**src/rtl/cop_exec_pkg.sv**
```systemverilog
// constants, encodings and register map of the coprocessor/branch/cache execution block
package cop_exec_pkg;
    // ----------------------------------------------------------------
    // widths
    // ----------------------------------------------------------------
    localparam int DWORD_W = 64;
    localparam int WORD_W = 32;
    localparam int ADDR_W = 8;
    localparam int DIV_CNT_W = 7;

    // ----------------------------------------------------------------
    // register byte offsets
    // ----------------------------------------------------------------
    localparam logic [7:0] OFS_INSTR = 8'h00;
    localparam logic [7:0] OFS_RS_LO = 8'h04;
    localparam logic [7:0] OFS_RS_HI = 8'h08;
    localparam logic [7:0] OFS_RT_LO = 8'h0C;
    localparam logic [7:0] OFS_RT_HI = 8'h10;
    localparam logic [7:0] OFS_PC_LO = 8'h14;
    localparam logic [7:0] OFS_PC_HI = 8'h18;
    localparam logic [7:0] OFS_CTRL = 8'h1C;
    localparam logic [7:0] OFS_STATUS = 8'h20;
    localparam logic [7:0] OFS_RES_LO = 8'h24;
    localparam logic [7:0] OFS_RES_HI = 8'h28;
    localparam logic [7:0] OFS_TGT_LO = 8'h2C;
    localparam logic [7:0] OFS_TGT_HI = 8'h30;
    localparam logic [7:0] OFS_RTOP_LO = 8'h34;
    localparam logic [7:0] OFS_RTOP_HI = 8'h38;
    localparam logic [7:0] OFS_RBOT_LO = 8'h3C;
    localparam logic [7:0] OFS_RBOT_HI = 8'h40;

    // ----------------------------------------------------------------
    // field positions
    // ----------------------------------------------------------------
    localparam int CTRL_START_BIT = 0;
    localparam int CTRL_MODE64_BIT = 1;
    localparam int CTRL_RESTRICT_BIT = 2;
    localparam int ST_BUSY_BIT = 0;
    localparam int ST_TAKEN_BIT = 1;
    localparam int ST_NULLIFY_BIT = 2;
    localparam int ST_OVF_BIT = 3;
    localparam int ST_RI_BIT = 4;
    localparam int ST_BREAK_BIT = 5;
    localparam int ST_RF_WR_BIT = 6;
    localparam int ST_DONE_BIT = 7;
    localparam int ST_COND_LSB = 8;
    localparam logic [31:0] CTRL_RESET = 32'h0000_0002;

    // ----------------------------------------------------------------
    // instruction encodings
    // ----------------------------------------------------------------
    localparam logic [5:0] OP_SPECIAL = 6'h00;
    localparam logic [3:0] OP_COP_TOP = 4'h4;
    localparam logic [5:0] OP_BNL = 6'h15;
    localparam logic [5:0] OP_ADDIW = 6'h19;
    localparam logic [5:0] OP_CACHE = 6'h2F;
    localparam logic [5:0] FN_BREAK = 6'h0D;
    localparam logic [5:0] FN_DIVW = 6'h1F;
    localparam logic [5:0] FN_ADDW = 6'h2C;
    localparam logic [4:0] COP_RS_CF = 5'h02;
    localparam logic [4:0] COP_RS_CT = 5'h06;
    localparam logic [4:0] COP_RS_BC = 5'h08;
    localparam logic [1:0] COP_UNIT_THREE = 2'h3;
    localparam int CACHE_CODE_HI = 20;
    localparam int CACHE_CODE_LO = 18;

    typedef enum logic [3:0] {
        CA_NONE,
        CA_I_INDEX_INV,
        CA_D_INDEX_WB_INV,
        CA_LOAD_TAG,
        CA_STORE_TAG,
        CA_D_CREATE_DIRTY,
        CA_HIT_INV,
        CA_I_FILL,
        CA_D_HIT_WB_INV,
        CA_D_HIT_WB,
        CA_D_FILL
    } cache_act_e;
endpackage : cop_exec_pkg

```
**src/rtl/div_if.sv**
```systemverilog
// request/answer bundle between the execution block and its divider
`timescale 1ns/1ps
`default_nettype none
interface div_if;
    import cop_exec_pkg::*;
    logic start;
    logic [DWORD_W-1:0] dividend;
    logic [DWORD_W-1:0] divisor;
    logic busy;
    logic done;
    logic [DWORD_W-1:0] quot;
    logic [DWORD_W-1:0] rem;
    modport requester (output start, dividend, divisor, input busy, done, quot, rem);
    modport unit (input start, dividend, divisor, output busy, done, quot, rem);
endinterface : div_if
`default_nettype wire

```
**src/rtl/dword_divider.sv**
```systemverilog
// serial restoring unsigned doubleword divider
`timescale 1ns/1ps
`default_nettype none
module dword_divider (
    input wire logic core_clk_in,
    input wire logic rst_in,
    div_if.unit div
);
    import cop_exec_pkg::*;

    logic [DWORD_W-1:0] quot_reg;
    logic [DWORD_W-1:0] rem_reg;
    logic [DWORD_W-1:0] divisor_reg;
    logic [DIV_CNT_W-1:0] cnt_reg;
    logic done_reg;
    logic [DWORD_W:0] partial;
    logic geq;
    logic [DWORD_W:0] diff;

    // ----------------------------------------------------------------
    // one quotient bit per cycle
    // ----------------------------------------------------------------
    assign partial = {rem_reg, quot_reg[DWORD_W-1]};
    assign geq = partial >= {1'b0, divisor_reg};
    assign diff = partial - {1'b0, divisor_reg};

    always_ff @(posedge core_clk_in or posedge rst_in) begin
        if (rst_in) begin
            quot_reg <= '0;
            rem_reg <= '0;
            divisor_reg <= '0;
            cnt_reg <= '0;
            done_reg <= 1'b0;
        end else if (div.start && cnt_reg == '0) begin
            quot_reg <= div.dividend;
            rem_reg <= '0;
            divisor_reg <= div.divisor;
            cnt_reg <= DIV_CNT_W'(DWORD_W);
            done_reg <= 1'b0;
        end else if (cnt_reg != '0) begin
            // zero divisor just yields all-ones quotient, no trap
            rem_reg <= geq ? diff[DWORD_W-1:0] : partial[DWORD_W-1:0];
            quot_reg <= {quot_reg[DWORD_W-2:0], geq};
            cnt_reg <= cnt_reg - DIV_CNT_W'(1);
            done_reg <= cnt_reg == DIV_CNT_W'(1);
        end else begin
            done_reg <= 1'b0;
        end
    end

    assign div.busy = cnt_reg != '0;
    assign div.done = done_reg;
    assign div.quot = quot_reg;
    assign div.rem = rem_reg;
endmodule : dword_divider
`default_nettype wire

```
**src/rtl/cop_branch_cache_dword_exec.sv**
```systemverilog
// execution block: coprocessor branches, likely branches, break, cache op, cop moves, dword math
`timescale 1ns/1ps
`default_nettype none
module cop_branch_cache_dword_exec (
    input wire logic core_clk_in,
    input wire logic rst_in,
    input wire logic [cop_exec_pkg::ADDR_W-1:0] paddr_in,
    input wire logic psel_in,
    input wire logic penable_in,
    input wire logic pwrite_in,
    input wire logic [31:0] pwdata_in,
    output logic [31:0] prdata_out,
    output logic pready_out,
    output logic pslverr_out,
    input wire logic write_buffer_empty_in,
    input wire logic fpu_cond_in,
    input wire logic ext_condition_pin_two_in,
    input wire logic ext_condition_pin_three_in,
    output logic cop_ctrl_wr_out,
    output logic cop_ctrl_rd_out,
    output logic cop_op_out,
    output logic [1:0] cop_unit_out,
    output logic [4:0] cop_reg_out,
    output logic [31:0] cop_wdata_out,
    output logic [24:0] cop_fun_out,
    input wire logic [31:0] cop_rdata_in,
    output logic cache_req_out,
    output logic cache_dside_out,
    output cop_exec_pkg::cache_act_e cache_act_out,
    output logic cache_way_out,
    output logic [cop_exec_pkg::DWORD_W-1:0] cache_vaddr_out
);
    import cop_exec_pkg::*;

    typedef enum logic [1:0] {IDLE, EXEC, COP_READ, DIV_WAIT} state_e;

    state_e state_reg;
    logic [31:0] instr_reg;
    logic [DWORD_W-1:0] rs_val_reg;
    logic [DWORD_W-1:0] rt_val_reg;
    logic [DWORD_W-1:0] pc_reg;
    logic mode64_reg;
    logic restrict_reg;
    logic taken_reg;
    logic nullify_reg;
    logic ovf_reg;
    logic ri_reg;
    logic break_reg;
    logic rf_wr_reg;
    logic done_reg;
    logic [DWORD_W-1:0] result_reg;
    logic [DWORD_W-1:0] target_reg;
    logic [DWORD_W-1:0] result_top_reg;
    logic [DWORD_W-1:0] result_bottom_reg;
    logic [3:0] cond_prev_reg;

    div_if div_bus ();

    dword_divider u_div (
        .core_clk_in(core_clk_in),
        .rst_in(rst_in),
        .div(div_bus.unit)
    );

    // ----------------------------------------------------------------
    // cache operation decode
    // ----------------------------------------------------------------
    function automatic cache_act_e cache_action(input logic [2:0] code, input logic dside);
        cache_act_e act;
        unique case (code)
            3'h0: act = dside ? CA_D_INDEX_WB_INV : CA_I_INDEX_INV;
            3'h1: act = CA_LOAD_TAG;
            3'h2: act = CA_STORE_TAG;
            3'h3: act = dside ? CA_D_CREATE_DIRTY : CA_NONE;
            3'h4: act = CA_HIT_INV;
            3'h5: act = dside ? CA_D_HIT_WB_INV : CA_I_FILL;
            3'h6: act = dside ? CA_D_HIT_WB : CA_NONE;
            3'h7: act = dside ? CA_D_FILL : CA_NONE;
        endcase
        return act;
    endfunction : cache_action

    // ----------------------------------------------------------------
    // instruction field decode
    // ----------------------------------------------------------------
    wire [5:0] opcode = instr_reg[31:26];
    wire [4:0] rs_field = instr_reg[25:21];
    wire [4:0] rt_field = instr_reg[20:16];
    wire [5:0] funct = instr_reg[5:0];
    wire [1:0] cop_unit = instr_reg[27:26];
    wire [DWORD_W-1:0] sext_off = {{48{instr_reg[15]}}, instr_reg[15:0]};
    wire is_cop = opcode[5:2] == OP_COP_TOP;
    wire is_bc = is_cop && rs_field == COP_RS_BC;
    wire is_cf = is_cop && rs_field == COP_RS_CF;
    wire is_ct = is_cop && rs_field == COP_RS_CT;
    wire is_co = is_cop && rs_field[4];
    wire is_bnl = opcode == OP_BNL;
    wire is_cache = opcode == OP_CACHE;
    wire is_special = opcode == OP_SPECIAL;
    wire is_break = is_special && funct == FN_BREAK;
    wire is_addw = is_special && funct == FN_ADDW;
    wire is_divw = is_special && funct == FN_DIVW;
    wire is_addiw = opcode == OP_ADDIW;
    wire is_dword = is_addw || is_addiw || is_divw;
    wire cop3_move = (is_cf || is_ct || is_co) && cop_unit == COP_UNIT_THREE;
    wire [2:0] cache_code = instr_reg[CACHE_CODE_HI:CACHE_CODE_LO];
    wire cache_dside = rt_field[0];
    cache_act_e cache_act;
    assign cache_act = cache_action(cache_code, cache_dside);
    wire cache_undef = is_cache && cache_act == CA_NONE;

    // ----------------------------------------------------------------
    // condition lines and branch resolution
    // ----------------------------------------------------------------
    wire [3:0] cond_live = {ext_condition_pin_three_in, ext_condition_pin_two_in,
                            fpu_cond_in, write_buffer_empty_in};
    // branch reads the lines as caught by the previous instruction
    wire cond_sel = cond_prev_reg[cop_unit];
    wire bc_cond = rt_field[0] ? cond_sel : ~cond_sel;
    wire bne_cond = rs_val_reg != rt_val_reg;
    wire br_cond = is_bnl ? bne_cond : bc_cond;
    wire br_likely = is_bnl || (is_bc && rt_field[1]);
    wire [DWORD_W-1:0] br_target = pc_reg + {sext_off[DWORD_W-3:0], 2'b00};

    // ----------------------------------------------------------------
    // doubleword arithmetic
    // ----------------------------------------------------------------
    wire [DWORD_W-1:0] addw_sum = rs_val_reg + rt_val_reg;
    // overflow when both operands share a sign and the sum's sign differs from it
    wire addw_ovf = (rs_val_reg[63] == rt_val_reg[63]) && (addw_sum[63] != rs_val_reg[63]);
    wire [DWORD_W-1:0] addiw_sum = rs_val_reg + sext_off;
    wire [DWORD_W-1:0] cache_vaddr = rs_val_reg + sext_off;
    wire raise_ri = (is_dword && restrict_reg) || cop3_move || cache_undef;

    // ----------------------------------------------------------------
    // register bus
    // ----------------------------------------------------------------
    wire bus_wr = psel_in && penable_in && pwrite_in;
    wire idle = state_reg == IDLE;
    wire start_req = bus_wr && paddr_in == OFS_CTRL && pwdata_in[CTRL_START_BIT] && idle;
    logic mapped;
    logic [31:0] rd_word;
    wire [31:0] status_word = {20'h0_0000, cond_live, done_reg, rf_wr_reg, break_reg,
                               ri_reg, ovf_reg, nullify_reg, taken_reg, ~idle};

    always_comb begin
        mapped = 1'b1;
        rd_word = 32'h0000_0000;
        unique case (paddr_in)
            OFS_INSTR: rd_word = instr_reg;
            OFS_RS_LO: rd_word = rs_val_reg[31:0];
            OFS_RS_HI: rd_word = rs_val_reg[63:32];
            OFS_RT_LO: rd_word = rt_val_reg[31:0];
            OFS_RT_HI: rd_word = rt_val_reg[63:32];
            OFS_PC_LO: rd_word = pc_reg[31:0];
            OFS_PC_HI: rd_word = pc_reg[63:32];
            OFS_CTRL: rd_word = {29'h0000_0000, restrict_reg, mode64_reg, 1'b0};
            OFS_STATUS: rd_word = status_word;
            OFS_RES_LO: rd_word = result_reg[31:0];
            OFS_RES_HI: rd_word = result_reg[63:32];
            OFS_TGT_LO: rd_word = target_reg[31:0];
            OFS_TGT_HI: rd_word = target_reg[63:32];
            OFS_RTOP_LO: rd_word = result_top_reg[31:0];
            OFS_RTOP_HI: rd_word = result_top_reg[63:32];
            OFS_RBOT_LO: rd_word = result_bottom_reg[31:0];
            OFS_RBOT_HI: rd_word = result_bottom_reg[63:32];
            default: mapped = 1'b0;
        endcase
    end

    // taken in setup, so it stands the whole access phase
    always_ff @(posedge core_clk_in or posedge rst_in) begin
        if (rst_in) prdata_out <= '0;
        else if (psel_in && !penable_in) prdata_out <= pwrite_in ? '0 : rd_word;
    end
    assign pready_out = 1'b1;
    assign pslverr_out = psel_in && penable_in && !mapped;

    // operands are frozen while an instruction runs
    always_ff @(posedge core_clk_in or posedge rst_in) begin
        if (rst_in) begin
            instr_reg <= 32'h0000_0000;
            rs_val_reg <= '0;
            rt_val_reg <= '0;
            pc_reg <= '0;
            mode64_reg <= CTRL_RESET[CTRL_MODE64_BIT];
            restrict_reg <= CTRL_RESET[CTRL_RESTRICT_BIT];
        end else if (bus_wr && idle) begin
            if (paddr_in == OFS_INSTR) instr_reg <= pwdata_in;
            if (paddr_in == OFS_RS_LO) rs_val_reg[31:0] <= pwdata_in;
            if (paddr_in == OFS_RS_HI) rs_val_reg[63:32] <= pwdata_in;
            if (paddr_in == OFS_RT_LO) rt_val_reg[31:0] <= pwdata_in;
            if (paddr_in == OFS_RT_HI) rt_val_reg[63:32] <= pwdata_in;
            if (paddr_in == OFS_PC_LO) pc_reg[31:0] <= pwdata_in;
            if (paddr_in == OFS_PC_HI) pc_reg[63:32] <= pwdata_in;
            if (paddr_in == OFS_CTRL) begin
                mode64_reg <= pwdata_in[CTRL_MODE64_BIT];
                restrict_reg <= pwdata_in[CTRL_RESTRICT_BIT];
            end
        end
    end

    // ----------------------------------------------------------------
    // sequencing
    // ----------------------------------------------------------------
    state_e state_next;
    always_comb begin
        state_next = state_reg;
        unique case (state_reg)
            IDLE: if (start_req) state_next = EXEC;
            EXEC: begin
                if (!raise_ri && is_cf) state_next = COP_READ;
                else if (!raise_ri && is_divw) state_next = DIV_WAIT;
                else state_next = IDLE;
            end
            COP_READ: state_next = IDLE;
            DIV_WAIT: if (div_bus.done) state_next = IDLE;
        endcase
    end

    wire exec = state_reg == EXEC;
    wire exec_ok = exec && !raise_ri;
    assign div_bus.start = exec_ok && is_divw;
    assign div_bus.dividend = rs_val_reg;
    assign div_bus.divisor = rt_val_reg;

    always_ff @(posedge core_clk_in or posedge rst_in) begin
        if (rst_in) begin
            state_reg <= IDLE;
            cond_prev_reg <= 4'h0;
        end else begin
            state_reg <= state_next;
            if (exec) cond_prev_reg <= cond_live;
        end
    end

    // ----------------------------------------------------------------
    // outcome flags, cleared when the next instruction starts
    // ----------------------------------------------------------------
    always_ff @(posedge core_clk_in or posedge rst_in) begin
        if (rst_in) begin
            taken_reg <= 1'b0;
            nullify_reg <= 1'b0;
            ovf_reg <= 1'b0;
            ri_reg <= 1'b0;
            break_reg <= 1'b0;
            done_reg <= 1'b0;
        end else if (start_req) begin
            {taken_reg, nullify_reg, ovf_reg, ri_reg, break_reg, done_reg} <= 6'h00;
        end else begin
            if (exec && raise_ri) ri_reg <= 1'b1;
            if (exec_ok && is_break) break_reg <= 1'b1;
            if (exec_ok && (is_bc || is_bnl)) begin
                taken_reg <= br_cond;
                nullify_reg <= br_likely && !br_cond;
            end
            if (exec_ok && is_addw && addw_ovf) ovf_reg <= 1'b1;
            if (state_next == IDLE && !idle) done_reg <= 1'b1;
        end
    end

    // ----------------------------------------------------------------
    // results
    // ----------------------------------------------------------------
    wire [DWORD_W-1:0] cf_data = mode64_reg ? {{32{cop_rdata_in[31]}}, cop_rdata_in}
                                            : {32'h0000_0000, cop_rdata_in};
    always_ff @(posedge core_clk_in or posedge rst_in) begin
        if (rst_in) begin
            result_reg <= '0;
            target_reg <= '0;
            rf_wr_reg <= 1'b0;
            result_top_reg <= '0;
            result_bottom_reg <= '0;
        end else begin
            if (start_req) rf_wr_reg <= 1'b0;
            if (exec_ok && (is_bc || is_bnl)) target_reg <= br_target;
            if (exec_ok && is_addw && !addw_ovf) begin
                result_reg <= addw_sum;
                rf_wr_reg <= 1'b1;
            end
            if (exec_ok && is_addiw) begin
                result_reg <= addiw_sum;
                rf_wr_reg <= 1'b1;
            end
            if (state_reg == COP_READ) begin
                result_reg <= cf_data;
                rf_wr_reg <= 1'b1;
            end
            if (state_reg == DIV_WAIT && div_bus.done) begin
                result_bottom_reg <= div_bus.quot;
                result_top_reg <= div_bus.rem;
            end
        end
    end

    // ----------------------------------------------------------------
    // coprocessor and cache command pulses, one cycle after execution
    // ----------------------------------------------------------------
    always_ff @(posedge core_clk_in or posedge rst_in) begin
        if (rst_in) begin
            cop_ctrl_wr_out <= 1'b0;
            cop_ctrl_rd_out <= 1'b0;
            cop_op_out <= 1'b0;
            cop_unit_out <= 2'h0;
            cop_reg_out <= 5'h00;
            cop_wdata_out <= 32'h0000_0000;
            cop_fun_out <= 25'h000_0000;
            cache_req_out <= 1'b0;
            cache_dside_out <= 1'b0;
            cache_act_out <= CA_NONE;
            cache_way_out <= 1'b0;
            cache_vaddr_out <= '0;
        end else begin
            cop_ctrl_wr_out <= exec_ok && is_ct;
            cop_ctrl_rd_out <= exec_ok && is_cf;
            cop_op_out <= exec_ok && is_co;
            cache_req_out <= exec_ok && is_cache;
            if (exec_ok && (is_ct || is_cf || is_co)) begin
                cop_unit_out <= cop_unit;
                cop_reg_out <= instr_reg[15:11];
                cop_wdata_out <= rt_val_reg[31:0];
                cop_fun_out <= instr_reg[24:0];
            end
            if (exec_ok && is_cache) begin
                cache_dside_out <= cache_dside;
                cache_act_out <= cache_act;
                cache_way_out <= cache_vaddr[0];
                cache_vaddr_out <= cache_vaddr;
            end
        end
    end
endmodule : cop_branch_cache_dword_exec
`default_nettype wire

```
**config.mk**
```make
export PLATFORM = sky130hd
export DESIGN_NAME = cop_branch_cache_dword_exec
export DESIGN_NICKNAME = d
export VERILOG_FILES = /design/src/rtl/cop_exec_pkg.sv /design/src/rtl/div_if.sv /design/src/rtl/dword_divider.sv /design/src/rtl/cop_branch_cache_dword_exec.sv
export SDC_FILE = /design/constraint.sdc
export NUM_CORES = 2
export LEC_CHECK = 0
export ABC_AREA = 1
export BUFFER_PORTS_ARGS = -buffer_cell sky130_fd_sc_hd__buf_2
export CAP_MARGIN = 30
export CORE_ASPECT_RATIO = 0.9
export CORE_MARGIN = 4
export CORE_UTILIZATION = 34
export DETAILED_ROUTE_END_ITERATION = 16
export PLACE_DENSITY = 0.55
export SYNTH_ARGS = -nofsm -noshare
export SYNTH_HDL_FRONTEND = slang
export SYNTH_SLANG_ARGS = --single-unit
```
**constraint.sdc**
```tcl
create_clock -name core_clk_in -period 103.1 [get_ports core_clk_in]
set_input_delay 30.93 -clock core_clk_in [delete_from_list [all_inputs] [get_ports core_clk_in]]
set_output_delay 30.93 -clock core_clk_in [all_outputs]
set_load 0.05 [all_outputs]
```
# Word level (Yosys, flattened, before mapping)
# Cells that the tools add are included.
dict set report totals {
  register_bits 865
}
dict set report op_classes {
  addsub 5
  order_cmp 2
  eq_ne 41
  muxes 47
  bitwise 2
  n_reduce_logical 79
}
# cell n
set ops {}
lappend ops {{$mux 64} 9}
lappend ops {{$pmux 32 s17} 1}
lappend ops {{$add 64x64->64} 3}
lappend ops {{$ge 65x64->1} 1}
lappend ops {{$eq 8x6->1 const B} 8}
lappend ops {{$ne 64x64->1} 1}
lappend ops {{$sub 64x64->64} 1}
lappend ops {{$logic_and 1x1->1} 40}
lappend ops {{$eq 8x5->1 const B} 4}
lappend ops {{$mux 32} 1}
lappend ops {{$pmux 4 s8} 1}
lappend ops {{$mux 1} 22}
lappend ops {{$eq 6x5->1 const B} 3}
lappend ops {{$reduce_or 17->1} 1}
lappend ops {{$eq 8x4->1 const B} 2}
lappend ops {{$reduce_and 2->1} 8}
lappend ops {{$mux 7} 2}
lappend ops {{$eq 3x3->1 const B} 4}
lappend ops {{$eq 6x6->1 const B} 2}
lappend ops {{$mux 4} 3}
lappend ops {{$reduce_bool 2->1} 6}
lappend ops {{$mux 2} 5}
lappend ops {{$eq 8x3->1 const B} 1}
lappend ops {{$eq 8x7->1 const B} 1}
lappend ops {{other kinds (29)} 46}

# Longest topological paths before layout
dict set report depth {
  word_depth 16
  ltp_mapped 20
  depth_no_buf 19
}

# By module
# Synthesis repeated with hierarchy kept, for this count alone.
dict set report unflattened {
  cells_unflattened 9074
  hier_area_um2 60249.0
}
# mod n_inst cells_per_inst area_per_inst_um2
set by_module_without_submodules {}
lappend by_module_without_submodules {cop_branch_cache_dword_exec 1 6651 45062.0}
lappend by_module_without_submodules {dword_divider 1 2423 15187.1}

# Worst setup path after synthesis
# No wires, ideal clock.
dict set report synth_timing {
  kind {input-to-output}
  start {in paddr_in[3] in the netlist's numbering}
  end {out pslverr_out}
  arrival_ns 32.391
  required_time_ns 72.170
  setup_slack_ns 39.779
  path_stages 8
  n_path_buf 0
  path_cell_list {inv_1 > nand3_1 > inv_1 > nand3_1 > nand4_1 > nor2_1 > nand3_1 > nor2_1}
}
dict set report synth_between {
  elab_chain_len 5
  word_cells_on_any_way 21
  cone_classes {16 x eq/ne; 1 x mux; 4 x reduce/logical}
}
# element line
set synth_rtl {}
lappend synth_rtl {{start: declaration} cop_branch_cache_dword_exec.sv:7} ;# input wire logic [cop_exec_pkg::ADDR_W-1:0] paddr_in,
lappend synth_rtl {{$eq 8x5->1, or another cell as far along} cop_branch_cache_dword_exec.sv:149} ;# unique case (paddr_in)
lappend synth_rtl {{$reduce_or 17->1 (no line) *} --}
lappend synth_rtl {{$mux 1 *} cop_branch_cache_dword_exec.sv:149}
lappend synth_rtl {{$logic_not 1->1 *} cop_branch_cache_dword_exec.sv:177} ;# assign pslverr_out = psel_in && penable_in && !mapped;
lappend synth_rtl {{$logic_and 1x1->1 *} cop_branch_cache_dword_exec.sv:177}
lappend synth_rtl {{end: declaration} cop_branch_cache_dword_exec.sv:14} ;# output logic pslverr_out,
# Every way passes the cells marked *; elsewhere a longest branch is shown, timed or not.

# Worst setup path in the final report
# Ends and elaborated chain as after synthesis.

==> results.cfg <==
[run_status]
status = finished clean

[setup_path]
r2r_cells = 15
endpoint_kind = primary output
crit_fanout = 23
path_delay_family = buffers and inverters
cp_cell_sequence = buf_2 > inv_1 > nand3_1 > nor2_1 > buf_4 > inv_1 > nand4_1 > nor2_1 > nand3_1 > nor2_1 > buf_2
critPathSlowestCell = inv_1
cp.required_ns = 72.17
r2r-start = instr_reg[15]$_DFFE_PP0P_
criticalPathCategory = in -> out
worstPathArrival_ns = 33.51
r2r_slack_ns = 97.81
critical_path.max_stage_delay_ns = 0.75
reg2reg_to = result_reg[62]$_DFFE_PP0P_
startpoint_type = primary input
cpMostUsedCell = nor2_1
path_buf_inv = 5

[detailed_routing]
antenna_left = 0
via_count = 63400
drc = 0
avgRoutedWirePerCell_um = 31.2
wirelength_mm = 350
first_pass_iters = 8
first_iter_violations = 8829
viasPerCell = 5.65

[cells_and_area]
final_nets = 9161
fin_cells = 11200
final_area_mm2 = 0.0656
layout_commonest_cell = nand2_1
area_growth_pct = 12.3
final_cell_mix = 2,858 x nand2_1, 1,318 x inv_1, 857 x dfrtp_1
drive_gt1_share_pct = 6.99

[global_routing]
antenna_found_initial = 67
grt_max_degree = 236
grt.overflow.total = 0
grt_pass1_vias = 58100
grt_usage_pct = 37.9
grt_pass1_wl_mm = 473

[clock_network]
ctsHtreeMaxLevel = 3
postCtsHoldBufs = 0
cts_made_buffers = 99
cts.sinks = 859
cts_tree = yes
clock_path_buffers = 3
cts-resized-gates = 0
cts-root-buf = clkbuf_16
cts_setup_buffers = 0
clock_latency_ns = 0.79
clkTransAtPathRegs_ns = 0.05

[floorplan]
dieArea_mm2 = 0.179
start_util_pct = 34.2
die_w_um = 445
die_h_um = 401
coreArea_mm2 = 0.171
rows = 144
io_pins = 253

[synth]
synthCells = 8649
ys_seq_area_share_pct = 36.8
synth_area_mm2 = 0.0584
synth_seq_cells = 859
synth.distinct_cells = 62
syn_nets = 8987
ys.warnings.count = 0
avgSynthCellArea_um2 = 6.76
synth_ff_type = dfrtp_1
async_flop_share_pct = 100
synth_edf_count = 0

[power_and_ir_drop]
p_seq_share_pct = 45.4
pwr-share-clk_pct = 49.8
switching_share_pct = 26.5
p_int_mw = 0.556
p_leak_nw = 34.5
max-vdd-ir-drop_v = 0.0000127
p_switching_mw = 0.200
pwr_density_cell_mw_per_mm2 = 11.5
power_frac_comb_pct = 4.8

[placement]
place_area_mm2 = 0.0620
place_ws_ns = 38.66
place.gp.congestion = 1.07
placed_cells = 11000
place_hpwl_mm = 283
port-buffer-count = 251

[sta]
clock.fmax_mhz = 15.5
finalCritPeriodShare_pct = 62.5
setup_slack_ns = 38.66
hold_viol = 0
holdWs_ns = 0.471
drv_slew = 0
tns_ns = 0
finalClockSkew_ns = 0.0608
finalSetupViolations = 0
rsz0062_at_grt = no
tightest_slew_ns = 1.26
fin_crit_ns = 64.44
max_slew_margin_pct = 16.2

[run]
cap_violations = 0

[worst_hold_path]
hold_class = reg -> reg
hp-start = cache_vaddr_out[44]$_DFFE_PP0P_
min_to = cache_vaddr_out[44]$_DFFE_PP0P_
holdPathStages = 2
per-layer routing:
layer	wire (µm)	part of all wire, %	global-route usage (%)
met2	139000	40	52.4
met5	238	0.068	0
met3	41900	12	11.8
met1	152000	43	54.3
met4	16400	4.7	15.6
through the flow:
| stage | utilization, % | power, mW |
|---|---|---|
| 2_1_floorplan | - | 0.362 |
| 5_1_grt | 38.3 | 0.773 |
| 3_3_place_gp | 36.2 | 0.383 |
| 3_5_place_dp | 36.3 | 0.384 |
| 4_1_cts | 38.3 | 0.756 |
| 6_report | 38.4 | 0.756 |
cells by family (layout without fill, tap and decap cells):
kind of cell               Yosys count  after routing  share of synthesized area (%)
AOI/OAI and AO/OA                 1424           1424                           13.8
xor gates and xnor gates           124            124                           1.86
adders and majority gates          257            257                           5.55
buffers and inverters             1601           1859                           11.0
DFF                                859            859                           36.8
muxes                               19             19                          0.366
other                                1             37                        0.00642
and+or+nand+nor                   4364           4364                           30.6
final cells by class:
class / instances / area, µm²
fillers: 18800 / 105000
clock buffers: 129 / 2750
well taps: 2263 / 2830
flip-flops and latches: 859 / 21500
diodes: 36 / 90.1
repair buffers: 344 / 2170
clock inverters: 56 / 629
inverters: 1330 / 5000
multi-input cells: 6189 / 30600
worst reg2reg max path, cell delays in order, from the launching register on:
cell	delay, ns
dfrtp_4	0.96
buf_4	0.71
ha_1	0.60
nand2_1	0.18
nor2_1	0.42
nand2_1	0.40
inv_1	0.13
nand2_1	0.22
nand2_1	0.56
a21oi_1	0.17
nand3_1	0.18
nand3_1	0.20
nand3_1	0.20
nand2_1	0.08
nand2_1	0.12
nand2_1	0.07
synthesized netlist by cell type, types with 19 or more instances:
library cell / n / share of area [%]
nand2_1: 2865 / 18
inv_1: 1319 / 8.5
dfrtp_1: 858 / 37
o21ai_0: 731 / 6.3
nor2_1: 619 / 4.0
nand3_1: 602 / 5.2
a21oi_1: 316 / 2.7
ha_1: 253 / 5.4
clkbuf_1: 139 / 0.89
nand4_1: 104 / 1.1
a221oi_1: 75 / 1.1
nor3_1: 69 / 0.59
xor2_1: 66 / 0.99
buf_2: 62 / 0.53
o221ai_1: 58 / 0.87
xnor2_1: 58 / 0.87
o21ai_1: 55 / 0.47
a31oi_1: 39 / 0.42
buf_4: 38 / 0.49
o22ai_1: 33 / 0.35
o211ai_1: 30 / 0.39
nor4_1: 26 / 0.28
buf_6: 25 / 0.48
mux2_2: 19 / 0.37
how the worst max path moves through the flow:
stage / start / endpoint / slack, ns / depth (start not counted)
detailed placement: paddr_in[3] / pslverr_out / 38.66 / 11
global route: paddr_in[3] / pslverr_out / 38.48 / 11
CTS: paddr_in[3] / pslverr_out / 38.65 / 11
floorplan: paddr_in[3] / pslverr_out / 39.78 / 8
global placement: paddr_in[3] / pslverr_out / 38.64 / 11
finish: paddr_in[3] / pslverr_out / 38.66 / 11
power groups by stage:
stage	Clock (mW)	Combinational (mW)	Sequential, mW
6_report	0.377	0.0362	0.343
5_1_grt	0.392	0.0378	0.343
4_1_cts	0.378	0.0347	0.343
3_5_place_dp	0	0.0346	0.349
3_3_place_gp	0	0.0341	0.349
2_1_floorplan	0	0.0155	0.346
Note: power is estimated with default switching activity, not from simulation.
